`config.mk`:
```
export PLATFORM = sky130hd
export DESIGN_NAME = sfr_space_page_decoder
export DESIGN_NICKNAME = d
export VERILOG_FILES = /design/src/rtl/sfr_space_page_decoder_pkg.sv /design/src/rtl/sfr_space_page_decoder.sv /design/src/rtl/sfr_addr_class.sv
export VERILOG_INCLUDE_DIRS = /design/src /design/src/rtl
export SDC_FILE = /design/constraint.sdc
export NUM_CORES = 1
export LEC_CHECK = 0
export BUFFER_PORTS_ARGS = -buffer_cell sky130_fd_sc_hd__buf_2
export CORE_ASPECT_RATIO = 0.8
export CORE_MARGIN = 1
export CORE_UTILIZATION = 30
export CTS_BUF_LIST = sky130_fd_sc_hd__clkbuf_8 sky130_fd_sc_hd__clkbuf_16
export DETAILED_ROUTE_END_ITERATION = 8
export RECOVER_POWER = 100
export SLEW_MARGIN = 20
export SYNTH_ARGS = -nofsm -noshare
export SYNTH_HDL_FRONTEND = slang
export SYNTH_SLANG_ARGS = --single-unit
```
`constraint.sdc`:
```
create_clock -name i_ref_clk -period 1.6 [get_ports i_ref_clk]
set_input_delay 0 -clock i_ref_clk [delete_from_list [all_inputs] [get_ports i_ref_clk]]
set_output_delay 0 -clock i_ref_clk [all_outputs]
set_load 0.02 [all_outputs]
```
`src/rtl/sfr_space_page_decoder_consts.svh`:
```
// Constants of the register-space page decoder: addresses, keys, counts.
// Assumes an 8-bit direct address and 8-bit register data.
`ifndef SFR_SPACE_PAGE_DECODER_CONSTS_SVH
`define SFR_SPACE_PAGE_DECODER_CONSTS_SVH

`define SFR_SPACE_LOW        8'h80
`define SFR_PAGE_SEL_ADDR    8'h91
`define SFR_TA_KEY_ADDR      8'hc7
`define SFR_TA_KEY_FIRST     8'haa
`define SFR_TA_KEY_SECOND    8'h55
`define SFR_PAGE_SEL_RESET   8'h00
`define SFR_PAGE_BIT_POS     0
`define SFR_TA_OPEN_CYCLES   3'h4

`endif

```
`src/rtl/sfr_space_page_decoder_pkg.sv`:
```
// Types and address decoding shared by the page decoder files.
// Assumes the constants header is on the include path.
`include "sfr_space_page_decoder_consts.svh"

package sfr_space_page_decoder_pkg;

    typedef enum logic {
        BS_IDLE,
        BS_MERGE
    } bit_state_t;

    typedef enum logic [1:0] {
        TA_LOCKED,
        TA_HALF,
        TA_OPEN
    } ta_state_t;

    typedef logic [7:0] sfr_addr_t;

    // Low nibble 0h or 8h means the location takes single-bit operations
    function automatic logic is_bit_addressable(input sfr_addr_t a);
        return (a[2:0] == 3'h0);
    endfunction

    // Direct address in the upper half lands in the register space
    function automatic logic in_sfr_space(input sfr_addr_t a);
        return (a >= `SFR_SPACE_LOW);
    endfunction

endpackage

```
`src/rtl/sfr_space_page_decoder.sv`:
```
// Register-space decoder with timed-access protected page selection.
// Assumes the CPU core holds one access per cycle and waits out o_acc_busy;
// peripheral read data arrive combinationally in the cycle of the strobe.
`timescale 1ns/1ps
`default_nettype none
`include "sfr_space_page_decoder_consts.svh"

module sfr_space_page_decoder
    import sfr_space_page_decoder_pkg::*;
(
    input  wire logic       i_ref_clk,
    input  wire logic       i_nrst,
    input  wire logic       i_ce,
    input  wire logic       i_acc_rd,
    input  wire logic       i_acc_wr,
    input  wire logic       i_acc_direct,
    input  wire logic       i_acc_bit,
    input  wire logic [7:0] i_acc_addr,
    input  wire logic [2:0] i_acc_bit_idx,
    input  wire logic [7:0] i_acc_wdata,
    output logic            o_acc_busy,
    output logic [7:0]      o_acc_rdata,
    output logic            o_acc_rvalid,
    output logic            o_acc_reject,
    output logic            o_periph_rd,
    output logic            o_periph_wr,
    output logic [7:0]      o_periph_addr,
    output logic            o_periph_page,
    output logic [7:0]      o_periph_wdata,
    input  wire logic [7:0] i_periph_rdata,
    output logic            o_page_select,
    output logic            o_ta_open
);

    // Registered state
    bit_state_t bit_state_r, bit_state_nxt;
    ta_state_t  ta_state_r,  ta_state_nxt;
    logic [2:0] ta_cnt_r,    ta_cnt_nxt;
    logic       page_r,      page_nxt;
    logic [7:0] merge_r,     merge_nxt;
    logic [7:0] hold_addr_r, hold_addr_nxt;
    logic       hold_page_r, hold_page_nxt;
    logic [7:0] rdata_r,     rdata_nxt;
    logic       rvalid_r,    rvalid_nxt;
    logic       reject_r,    reject_nxt;

    // Decode of the incoming access
    logic       addr_paged;
    logic       addr_reserved;
    logic       ours;
    logic       bad_bit;
    logic       take;
    logic       is_page_sel;
    logic       is_ta_key;
    logic       internal;
    logic [7:0] page_sel_val;
    logic [7:0] bit_mask;
    logic       eff_page;

    sfr_addr_class u_class (
        .i_addr     (i_acc_addr),
        .i_page     (page_r),
        .o_paged    (addr_paged),
        .o_reserved (addr_reserved)
    );

    // Indirect or lower-half addresses belong to RAM, not to us
    assign ours = i_acc_direct && in_sfr_space(i_acc_addr)
                  && (i_acc_rd || i_acc_wr);
    // A bit operation on a byte-only location is not decoded
    assign bad_bit = i_acc_bit && !is_bit_addressable(i_acc_addr);
    // Reserved holes are refused rather than passed on
    assign take = ours && !bad_bit && !addr_reserved
                  && (bit_state_r == BS_IDLE) && i_ce;
    assign is_page_sel = (i_acc_addr == `SFR_PAGE_SEL_ADDR);
    assign is_ta_key   = (i_acc_addr == `SFR_TA_KEY_ADDR);
    assign internal    = is_page_sel || is_ta_key;
    // Unpaged locations always go out as page 0 so both pages alias
    assign eff_page    = addr_paged ? page_r : 1'b0;
    assign page_sel_val = {7'h00, page_r};
    assign bit_mask     = 8'h01 << i_acc_bit_idx;

    // Peripheral strobes; a bit write reads first, then writes merged
    always_comb begin
        o_periph_rd    = 1'b0;
        o_periph_wr    = 1'b0;
        o_periph_addr  = i_acc_addr;
        o_periph_page  = eff_page;
        o_periph_wdata = i_acc_wdata;
        if (bit_state_r == BS_MERGE) begin
            o_periph_wr    = i_ce;
            o_periph_addr  = hold_addr_r;
            o_periph_page  = hold_page_r;
            o_periph_wdata = merge_r;
        end else if (take && !internal) begin
            o_periph_rd = i_acc_rd || (i_acc_wr && i_acc_bit);
            o_periph_wr = i_acc_wr && !i_acc_bit;
        end
    end

    // CPU must wait while a bit write finishes its second cycle
    assign o_acc_busy = (bit_state_r == BS_MERGE);

    // Bit read-modify-write sequencing
    always_comb begin
        bit_state_nxt = bit_state_r;
        merge_nxt     = merge_r;
        hold_addr_nxt = hold_addr_r;
        hold_page_nxt = hold_page_r;
        case (bit_state_r)
            BS_IDLE: begin
                if (take && !internal && i_acc_wr && i_acc_bit) begin
                    // Only the addressed bit changes; others kept
                    merge_nxt = (i_periph_rdata & ~bit_mask)
                                | (i_acc_wdata[0] ? bit_mask : 8'h00);
                    hold_addr_nxt = i_acc_addr;
                    hold_page_nxt = eff_page;
                    bit_state_nxt = BS_MERGE;
                end
            end
            BS_MERGE: bit_state_nxt = BS_IDLE;
            default:  bit_state_nxt = BS_IDLE;
        endcase
    end

    // Timed-access key: AAh then 55h as consecutive register writes
    always_comb begin
        ta_state_nxt = ta_state_r;
        ta_cnt_nxt   = ta_cnt_r;
        case (ta_state_r)
            TA_LOCKED: begin
                if (take && i_acc_wr && is_ta_key
                    && i_acc_wdata == `SFR_TA_KEY_FIRST) begin
                    ta_state_nxt = TA_HALF;
                end
            end
            TA_HALF: begin
                // Any write between the two keys other than a repeated AAh key spoils it
                if (take && i_acc_wr) begin
                    if (is_ta_key
                        && i_acc_wdata == `SFR_TA_KEY_SECOND) begin
                        ta_state_nxt = TA_OPEN;
                        ta_cnt_nxt   = `SFR_TA_OPEN_CYCLES;
                    end else if (is_ta_key
                        && i_acc_wdata == `SFR_TA_KEY_FIRST) begin
                        ta_state_nxt = TA_HALF;
                    end else begin
                        ta_state_nxt = TA_LOCKED;
                    end
                end
            end
            TA_OPEN: begin
                // Closes after one protected write or when time runs out
                if (take && i_acc_wr && is_page_sel) begin
                    ta_state_nxt = TA_LOCKED;
                    ta_cnt_nxt   = 3'h0;
                end else if (ta_cnt_r <= 3'h1) begin
                    ta_state_nxt = TA_LOCKED;
                    ta_cnt_nxt   = 3'h0;
                end else begin
                    ta_cnt_nxt = ta_cnt_r - 3'h1;
                end
            end
            default: begin
                ta_state_nxt = TA_LOCKED;
                ta_cnt_nxt   = 3'h0;
            end
        endcase
    end

    assign o_ta_open = (ta_state_r == TA_OPEN);

    // Page select register; unlocked writes are dropped silently
    always_comb begin
        page_nxt = page_r;
        if (take && i_acc_wr && is_page_sel
            && ta_state_r == TA_OPEN) begin
            if (i_acc_bit) begin
                // Only bit 0 exists; other bit writes land on nothing
                if (i_acc_bit_idx == 3'(`SFR_PAGE_BIT_POS)) begin
                    page_nxt = i_acc_wdata[0];
                end
            end else begin
                page_nxt = i_acc_wdata[`SFR_PAGE_BIT_POS];
            end
        end
    end

    assign o_page_select = page_r;

    // Read data and answer flags
    always_comb begin
        logic [7:0] byte_val;
        byte_val   = 8'h00;
        rdata_nxt  = rdata_r;
        rvalid_nxt = 1'b0;
        reject_nxt = ours && i_ce && (bit_state_r == BS_IDLE)
                     && (bad_bit || addr_reserved);
        if (take && i_acc_rd) begin
            if (is_page_sel) begin
                byte_val = page_sel_val;
            end else if (is_ta_key) begin
                byte_val = 8'h00;
            end else begin
                byte_val = i_periph_rdata;
            end
            if (i_acc_bit) begin
                rdata_nxt = {7'h00, byte_val[i_acc_bit_idx]};
            end else begin
                rdata_nxt = byte_val;
            end
            rvalid_nxt = 1'b1;
        end
    end

    assign o_acc_rdata  = rdata_r;
    assign o_acc_rvalid = rvalid_r;
    assign o_acc_reject = reject_r;

    // All state registers; i_ce low freezes everything
    always_ff @(posedge i_ref_clk or negedge i_nrst) begin
        if (!i_nrst) begin
            bit_state_r <= BS_IDLE;
            ta_state_r  <= TA_LOCKED;
            ta_cnt_r    <= 3'h0;
            page_r      <= 1'(`SFR_PAGE_SEL_RESET);
            merge_r     <= 8'h00;
            hold_addr_r <= 8'h00;
            hold_page_r <= 1'b0;
            rdata_r     <= 8'h00;
            rvalid_r    <= 1'b0;
            reject_r    <= 1'b0;
        end else if (i_ce) begin
            bit_state_r <= bit_state_nxt;
            ta_state_r  <= ta_state_nxt;
            ta_cnt_r    <= ta_cnt_nxt;
            page_r      <= page_nxt;
            merge_r     <= merge_nxt;
            hold_addr_r <= hold_addr_nxt;
            hold_page_r <= hold_page_nxt;
            rdata_r     <= rdata_nxt;
            rvalid_r    <= rvalid_nxt;
            reject_r    <= reject_nxt;
        end
    end

endmodule // sfr_space_page_decoder

`default_nettype wire

```
`src/rtl/sfr_addr_class.sv`:
```
// Classifies a register-space address for a given page.
// Pure decode; the caller registers anything it keeps.
`timescale 1ns/1ps
`default_nettype none

module sfr_addr_class
    import sfr_space_page_decoder_pkg::*;
(
    input  wire logic [7:0] i_addr,
    input  wire logic       i_page,
    output logic            o_paged,
    output logic            o_reserved
);

    // Locations that resolve to a distinct register on page 1, or to a hole for FEh and FFh
    always_comb begin
        case (i_addr)
            8'hac, 8'had,
            8'hb1, 8'hb2, 8'hb3, 8'hb4, 8'hb5, 8'hb6,
            8'hfe, 8'hff: o_paged = 1'b1;
            default:      o_paged = 1'b0;
        endcase
    end

    // Unoccupied holes; page 1 also leaves the top two empty
    always_comb begin
        case (i_addr)
            8'h84, 8'h85, 8'h9d, 8'h9e, 8'ha1, 8'hf1, 8'hfd:
                o_reserved = 1'b1;
            8'hfe, 8'hff:
                o_reserved = i_page;
            default:
                o_reserved = 1'b0;
        endcase
    end

endmodule // sfr_addr_class

`default_nettype wire

```
==> results of run 1 <==
==> kinds of logic (layout without fill, tap and decap cells) <==
family          after synthesis  count (layout)  synth area share
compound gates               35              35             0.106
xor+xnor                      1               1           0.00380
fa+ha+maj                     5               5            0.0271
buf+inv                      29             149            0.0619
flops                        34              34             0.369
mux                          45              45             0.216
simple gates                 81              81             0.216
==> through the flow <==
stage | std cells | power, W | hold slack, ps | TNS (ps) | util
2_1_floorplan | 230 | 0.00173 | -296 | -3230 | -
4_1_cts | 453 | 0.00285 | 3.07 | -4220 | 0.465
3_5_place_dp | 427 | 0.00209 | -79.2 | -4260 | 0.408
3_3_place_gp | 427 | 0.00206 | -82.5 | -3820 | 0.408
6_report | 455 | 0.00286 | 13.7 | -6330 | 0.473
5_1_grt | 455 | 0.00307 | 11.5 | -10560 | 0.473
==> layout make-up <==
type | count | area [µm²]
sequential | 34 | 853
clock inverter | 2 | 7.51
timing repair buffer | 127 | 892
tap | 105 | 131
inverter | 14 | 52.6
clock buffer | 6 | 82.6
multi-input combinational | 167 | 1490
fill | 739 | 3920
==> per-layer routing <==
layer / vias to the layer above / track usage / part of all wire
met5: - / 0 / 0
met4: 0 / 0.0261 / 0.0073
met3: 5 / 0.0487 / 0.046
met2: 54 / 0.272 / 0.44
met1: 1008 / 0.240 / 0.50
li1: 1060 / - / -
==> registers in the layout, indices dropped and copies added (netlist names) <==
register / cells
o_page_select: 1
hold_page_r: 1
o_acc_rdata: 8
ta_state_r: 2
hold_addr_r: 8
merge_r: 8
ta_cnt_r: 3
o_acc_busy: 1
o_acc_reject: 1
o_acc_rvalid: 1
==> worst max path at each step <==
stage / to / depth (start not counted) / slack [ps] / start
floorplan: ta_state_r[1]$_DFFE_PN0P_ / 6 / -250 / o_acc_busy$_DFFE_PN0P_
global placement: ta_state_r[1]$_DFFE_PN0P_ / 6 / -200 / o_acc_busy$_DFFE_PN0P_
detailed placement: ta_state_r[1]$_DFFE_PN0P_ / 6 / -240 / o_acc_busy$_DFFE_PN0P_
CTS: ta_state_r[1]$_DFFE_PN0P_ / 6 / -260 / o_acc_busy$_DFFE_PN0P_
global route: hold_addr_r[4]$_DFFE_PN0P_ / 7 / -330 / o_page_select$_DFFE_PN0P_
finish: o_periph_rd / 8 / -260 / o_page_select$_DFFE_PN0P_
==> cells in the mapped netlist, types with 5 or more instances <==
| cell type | instances |
|---|---|
| nand2_1 | 18 |
| nor2b_1 | 8 |
| clkbuf_1 | 7 |
| mux2i_1 | 19 |
| a21oi_1 | 11 |
| o21ai_0 | 5 |
| mux2_2 | 23 |
| ha_1 | 5 |
| inv_1 | 14 |
| nand3_1 | 5 |
| nor2_1 | 20 |
| dfrtp_1 | 34 |
==> power by group <==
part | internal [W] | switching [W] | total [W]
sequential | 0.00104 | 0.000124 | 0.00116
combinational | 0.000502 | 0.000561 | 0.00106
clock | 0.000338 | 0.000303 | 0.000641
total | 0.00188 | 0.000987 | 0.00286
==> critical path, cell delays in order (launching register included) <==
cell and delay, ps:
dfrtp_2 410, mux2i_1 180, a2bb2oi_2 190, o21ai_4 100
nor2_4 130, and3_4 200, buf_4 130, a21o_4 120
buf_6 110
==> repair_timing <==
action | in CTS | in global routing
pin swaps | 6 | 3
endpoints found under the hold margin | 40 | 0
setup endpoints to repair | 30 | 35
gates resized for setup | 36 | 18
hold buffers | 7 | 0
cloned | 1 | 0
buffers inserted | 10 | 3
==> flow_summary.toml, run 1 <==
[logic_synthesis]
yosys_warnings = 0
avgSynthCellArea_um2 = 10.0
synth_edf_count = 0
async_flop_share = 1.00
ys_seq_area_frac = 0.369
synth.distinct_cells = 48
syn-instance-count = 230
synth_area_leaders = "dfrtp_1 37%, mux2_2 11%, mux2i_1 8.2%"
synth_top_area_share = 0.369
synthesis.area_um2 = 2310
synth_ff_type = "dfrtp_1"
synthesis.nets = 269
ys_ff_latch = 34
yosys.area.top_type = "dfrtp_1"

[sta]
timing.final.crit_share = 1.16
clock_skew_ps = 9.38
slew_headroom = 0.459
final-hold-violation-count = 0
fmax_mhz = 538
period_minus_slack_ps = 1860
fin_ws_ps = -259
tightest_slew_ps = 812
finalSetupViolations = 49
slew_violations = 0
rsz0062_at_grt = "yes"

[detailed_routing]
routed_wl_um = 6680
firstDrtPassIters = 4
wl_per_cell_um = 14.7
antenna_left = 0
drt_iter0_markers = 94
dr_total_vias = 2127
viasPerCell = 4.67
drc = 0

[grt]
grt_pass1_vias = 2091
grt_start_max_net_pins = 22
antenna_found_initial = 0
grt_use_total = 0.173
grt_pass1_wl_um = 10500
gr-total-overflow = 0

[place]
dp_slack_ps = -243
numPortBuffers = 65
gp_congestion = 0.835
postPlaceCellArea_um2 = 3030
dp_hpwl_um = 4980

[layout]
final_cell_area_um2 = 3510
num_antenna_cells = 0
drive_above_1_share = 0.511
area_growth_pct = 52.3
most-common-layout-cells = "50 x buf_2, 40 x buf_4, 32 x dfrtp_1"
finalNetCount = 388
layout_commonest_cell = "buf_2"

[die]
die_h_um = 80.4
start_util = 0.310
die_x_um = 100
io_pins = 66
die_area_um2 = 8040
core_um2 = 7430
placementRows = 28

[setup_path]
cp.required_ps = 1600
cp.arrival_ps = 1860
r2r_slack_ps = -260
crit_fanout = 3
startpoint_type = "register"
worstSetupPathType = "reg2out"
end_kind = "output pin"
reg2reg_from = "o_acc_busy$_DFFE_PN0P_"
r2r-end = "ta_state_r[1]$_DFFE_PN0P_"
ff2ff_path_depth = 6

[clock_tree]
cts_buffers = 5
path_clk_slew_ps = 70
clk_path_buf_depth = 2
htreeDepth = 2
cts_tree = "yes"
clk_latency_ps = 280
cts-root-buf = "clkbuf_8"
clock_sinks = 34

[min_path]
min_from = "i_periph_rdata[5]"
whs_path_depth = 3
holdPathEnd = "o_acc_rdata[5]$_DFFE_PN0P_"
hold_class = "in2reg"

[power]
leakage_nw = 1.64
power_density_nw_per_um2 = 816
ir_drop_uv = 479

[run]
maxCapViolations = 0

[outcome]
status = "complete, but fails checks"
violations = "setup timing"
No activity file was read; power rests on OpenSTA's default activity.
==> run 2, diff against run 1 <==
--- a/config.mk
+++ b/config.mk
@@ -6,12 +6,14 @@
 export SDC_FILE = /design/constraint.sdc
 export NUM_CORES = 1
 export LEC_CHECK = 0
+export ABC_AREA = 1
 export BUFFER_PORTS_ARGS = -buffer_cell sky130_fd_sc_hd__buf_2
 export CORE_ASPECT_RATIO = 0.8
 export CORE_MARGIN = 1
 export CORE_UTILIZATION = 30
 export CTS_BUF_LIST = sky130_fd_sc_hd__clkbuf_8 sky130_fd_sc_hd__clkbuf_16
 export DETAILED_ROUTE_END_ITERATION = 8
+export HOLD_SLACK_MARGIN = 0.05
 export RECOVER_POWER = 100
 export SLEW_MARGIN = 20
 export SYNTH_ARGS = -nofsm -noshare
==> flow_summary.toml, run 2 <==
[layout]
layout_commonest_cell = "nand2_1"
multi_input_area_um2 = 1290
drive_above_1_share = 0.223
finalNetCount = 460
regArea_um2 = 851
area_growth_pct = 30.9
most-common-layout-cells = "117 x nand2_1, 35 x buf_2, 34 x inv_1, 34 x dfrtp_1, 27 x clkbuf_1"
final_cell_area_um2 = 3040
num_antenna_cells = 0
nFillCells = 819
fin_util = 0.409

[setup_path]
end_kind = "output pin"
path_buf_inv = 2
cp_slowest_cell = "dfrtp_1"
slowest_delay_ps = 390
startpoint_type = "register"
crit_top_cell = "nand2_2"
ff2ff_path_depth = 9
crit_cells = 8
worstSetupPathType = "reg2out"
worstPathCellList = "nand3_2 -> nand2_2 -> nor3_4 -> nand2_2 -> clkinv_2 -> nand4_4 -> o31ai_4 -> buf_6"
cp.arrival_ps = 1650
crit_fanout = 5
crit_family = "simple AND/OR/NAND/NOR gates"
cp.required_ps = 1600

[sta]
holdWs_ps = 57.9
period_minus_slack_ps = 1650
tightest_slew_ps = 867
timing.final.crit_share = 1.03
finalSetupViolations = 2
fmax_mhz = 607
rsz0062_at_grt = "yes"
clock_skew_ps = 2.65
fin_ws_ps = -46.5
slew_headroom = 0.422
final-hold-violation-count = 0
slew_violations = 0

[grt]
antenna_found_initial = 0
grt_pass1_vias = 2188
grt_start_max_net_pins = 35
gr-total-overflow = 0
grt_use_total = 0.166
grt_pass1_wl_um = 10300

[die]
io_pins = 66
die_h_um = 80.6
die_area_um2 = 8090
start_util = 0.312
placementRows = 28
die_x_um = 100
core_um2 = 7430

[place]
postPlaceCellArea_um2 = 2760
dp_slack_ps = 84.1
numPortBuffers = 65
dp_hpwl_um = 4980
gp_congestion = 0.864

[clock_tree]
htreeDepth = 2
clk_latency_ps = 290
cts-root-buf = "clkbuf_8"
path_clk_slew_ps = 70
clock_sinks = 34
clk_path_buf_depth = 2
cts_buffers = 5
cts_tree = "yes"

[detailed_routing]
wl_per_cell_um = 12.1
routed_wl_um = 6400
drc = 0
drt_iter0_markers = 103
firstDrtPassIters = 4
antenna_left = 0
viasPerCell = 4.66
dr_total_vias = 2456

[logic_synthesis]
synthesis.nets = 376
async_flop_share = 1.00
synth_area_leaders = "dfrtp_1 37%, nand2_1 19%, o21ai_0 6.0%"
synth_most_common_cell = "nand2_1"
synthesis.area_um2 = 2320
synth_edf_count = 0
synth_ff_type = "dfrtp_1"
yosys.area.top_type = "dfrtp_1"
ys_top_cells_by_count = "118 x nand2_1, 34 x dfrtp_1, 34 x inv_1"
synth.distinct_cells = 33
ys_ff_latch = 34
ys_seq_area_frac = 0.367
syn-instance-count = 337
yosys_warnings = 0
avgSynthCellArea_um2 = 6.88
synth_top_area_share = 0.367

[run]
maxCapViolations = 0

[power]
swShare = 0.350
intPower_w = 0.00162
p_total_w = 0.00250
p_switching_w = 0.000874
power_density_nw_per_um2 = 823
ir_drop_uv = 354
p_clk_frac = 0.265
p_seq_frac = 0.433
leakage_nw = 1.52
pwr-share-comb = 0.302

[outcome]
status = "complete, but fails checks"
violations = "setup timing"

[min_path]
hold_class = "in2reg"
whs_path_depth = 5
[run 2: what timing repair did]
action | 4_1_cts | 5_1_grt
hold endpoints to repair | 43 | 0
hold buffers | 10 | 0
pin swaps | 2 | 7
setup buffers | 2 | 2
gates resized for setup | 10 | 14
gates cloned | 0 | 1
setup endpoints to repair | 2 | 32
[run 2: final timing paths]
check | startpoint | to | slack [ps]
max | o_page_select$_DFFE_PN0P_ | o_periph_rd | -50
min | i_periph_rdata[3] | merge_r[3]$_DFFE_PN0P_ | 60
max reg2reg | o_page_select$_DFFE_PN0P_ | o_acc_rdata[0]$_DFFE_PN0P_ | 0
min reg2reg | hold_addr_r[7]$_DFFE_PN0P_ | hold_addr_r[7]$_DFFE_PN0P_ | 460
max in group asynchronous | i_nrst | o_acc_rdata[4]$_DFFE_PN0P_ | 690
min in group asynchronous | i_nrst | hold_addr_r[6]$_DFFE_PN0P_ | 360
[run 2: logic make-up after synthesis]
family                   count (synthesis)  synth area share
AND/OR/NAND/NOR                        192             0.366
XOR/XNOR                                 1           0.00378
buffers and inverters                   52            0.0977
flip-flops                              34             0.367
adder cells (fa/ha/maj)                  5            0.0270
AO/OA/AOI/OAI                           53             0.138
[run 2: metal layers]
| layer | track usage | part of all wire | up-vias |
|---|---|---|---|
| met5 | 0 | 0 | - |
| met2 | 0.252 | 0.42 | 71 |
| met3 | 0.0287 | 0.065 | 9 |
| li1 | - | - | 1257 |
| met4 | 0.0725 | 0.018 | 0 |
| met1 | 0.232 | 0.50 | 1119 |
[run 2: power groups by stage]
stage | registers, W | clock network (W) | logic [W]
after detailed placement | 0.00110 | 0 | 0.000717
after CTS | 0.00108 | 0.000688 | 0.000745
after global routing | 0.00110 | 0.000730 | 0.000848
final | 0.00108 | 0.000662 | 0.000754
after floorplan | 0.00113 | 0 | 0.000444
after global placement | 0.00110 | 0 | 0.000705
[run 2: per-stage QoR]
step           setup TNS (ps)  std cells
2_1_floorplan               0        337
3_3_place_gp                0        504
3_5_place_dp                0        504
4_1_cts                  -150        524
5_1_grt                 -1800        527
6_report                -73.9        527
[run 2: worst register-to-register path: cells and delay by family, from the launching register on]
kind	cells	cell delay [ps]
compound gates	2	190
simple gates	5	610
buf+inv	2	290
flops	1	390
[run 2: area by class of cell]
cell class,count,area share
tap,105,0.0433
clock inverter,2,0.00412
multi-input combinational,251,0.425
sequential,34,0.280
clock buffer,6,0.0272
inverter,43,0.0536
timing repair buffer,86,0.167
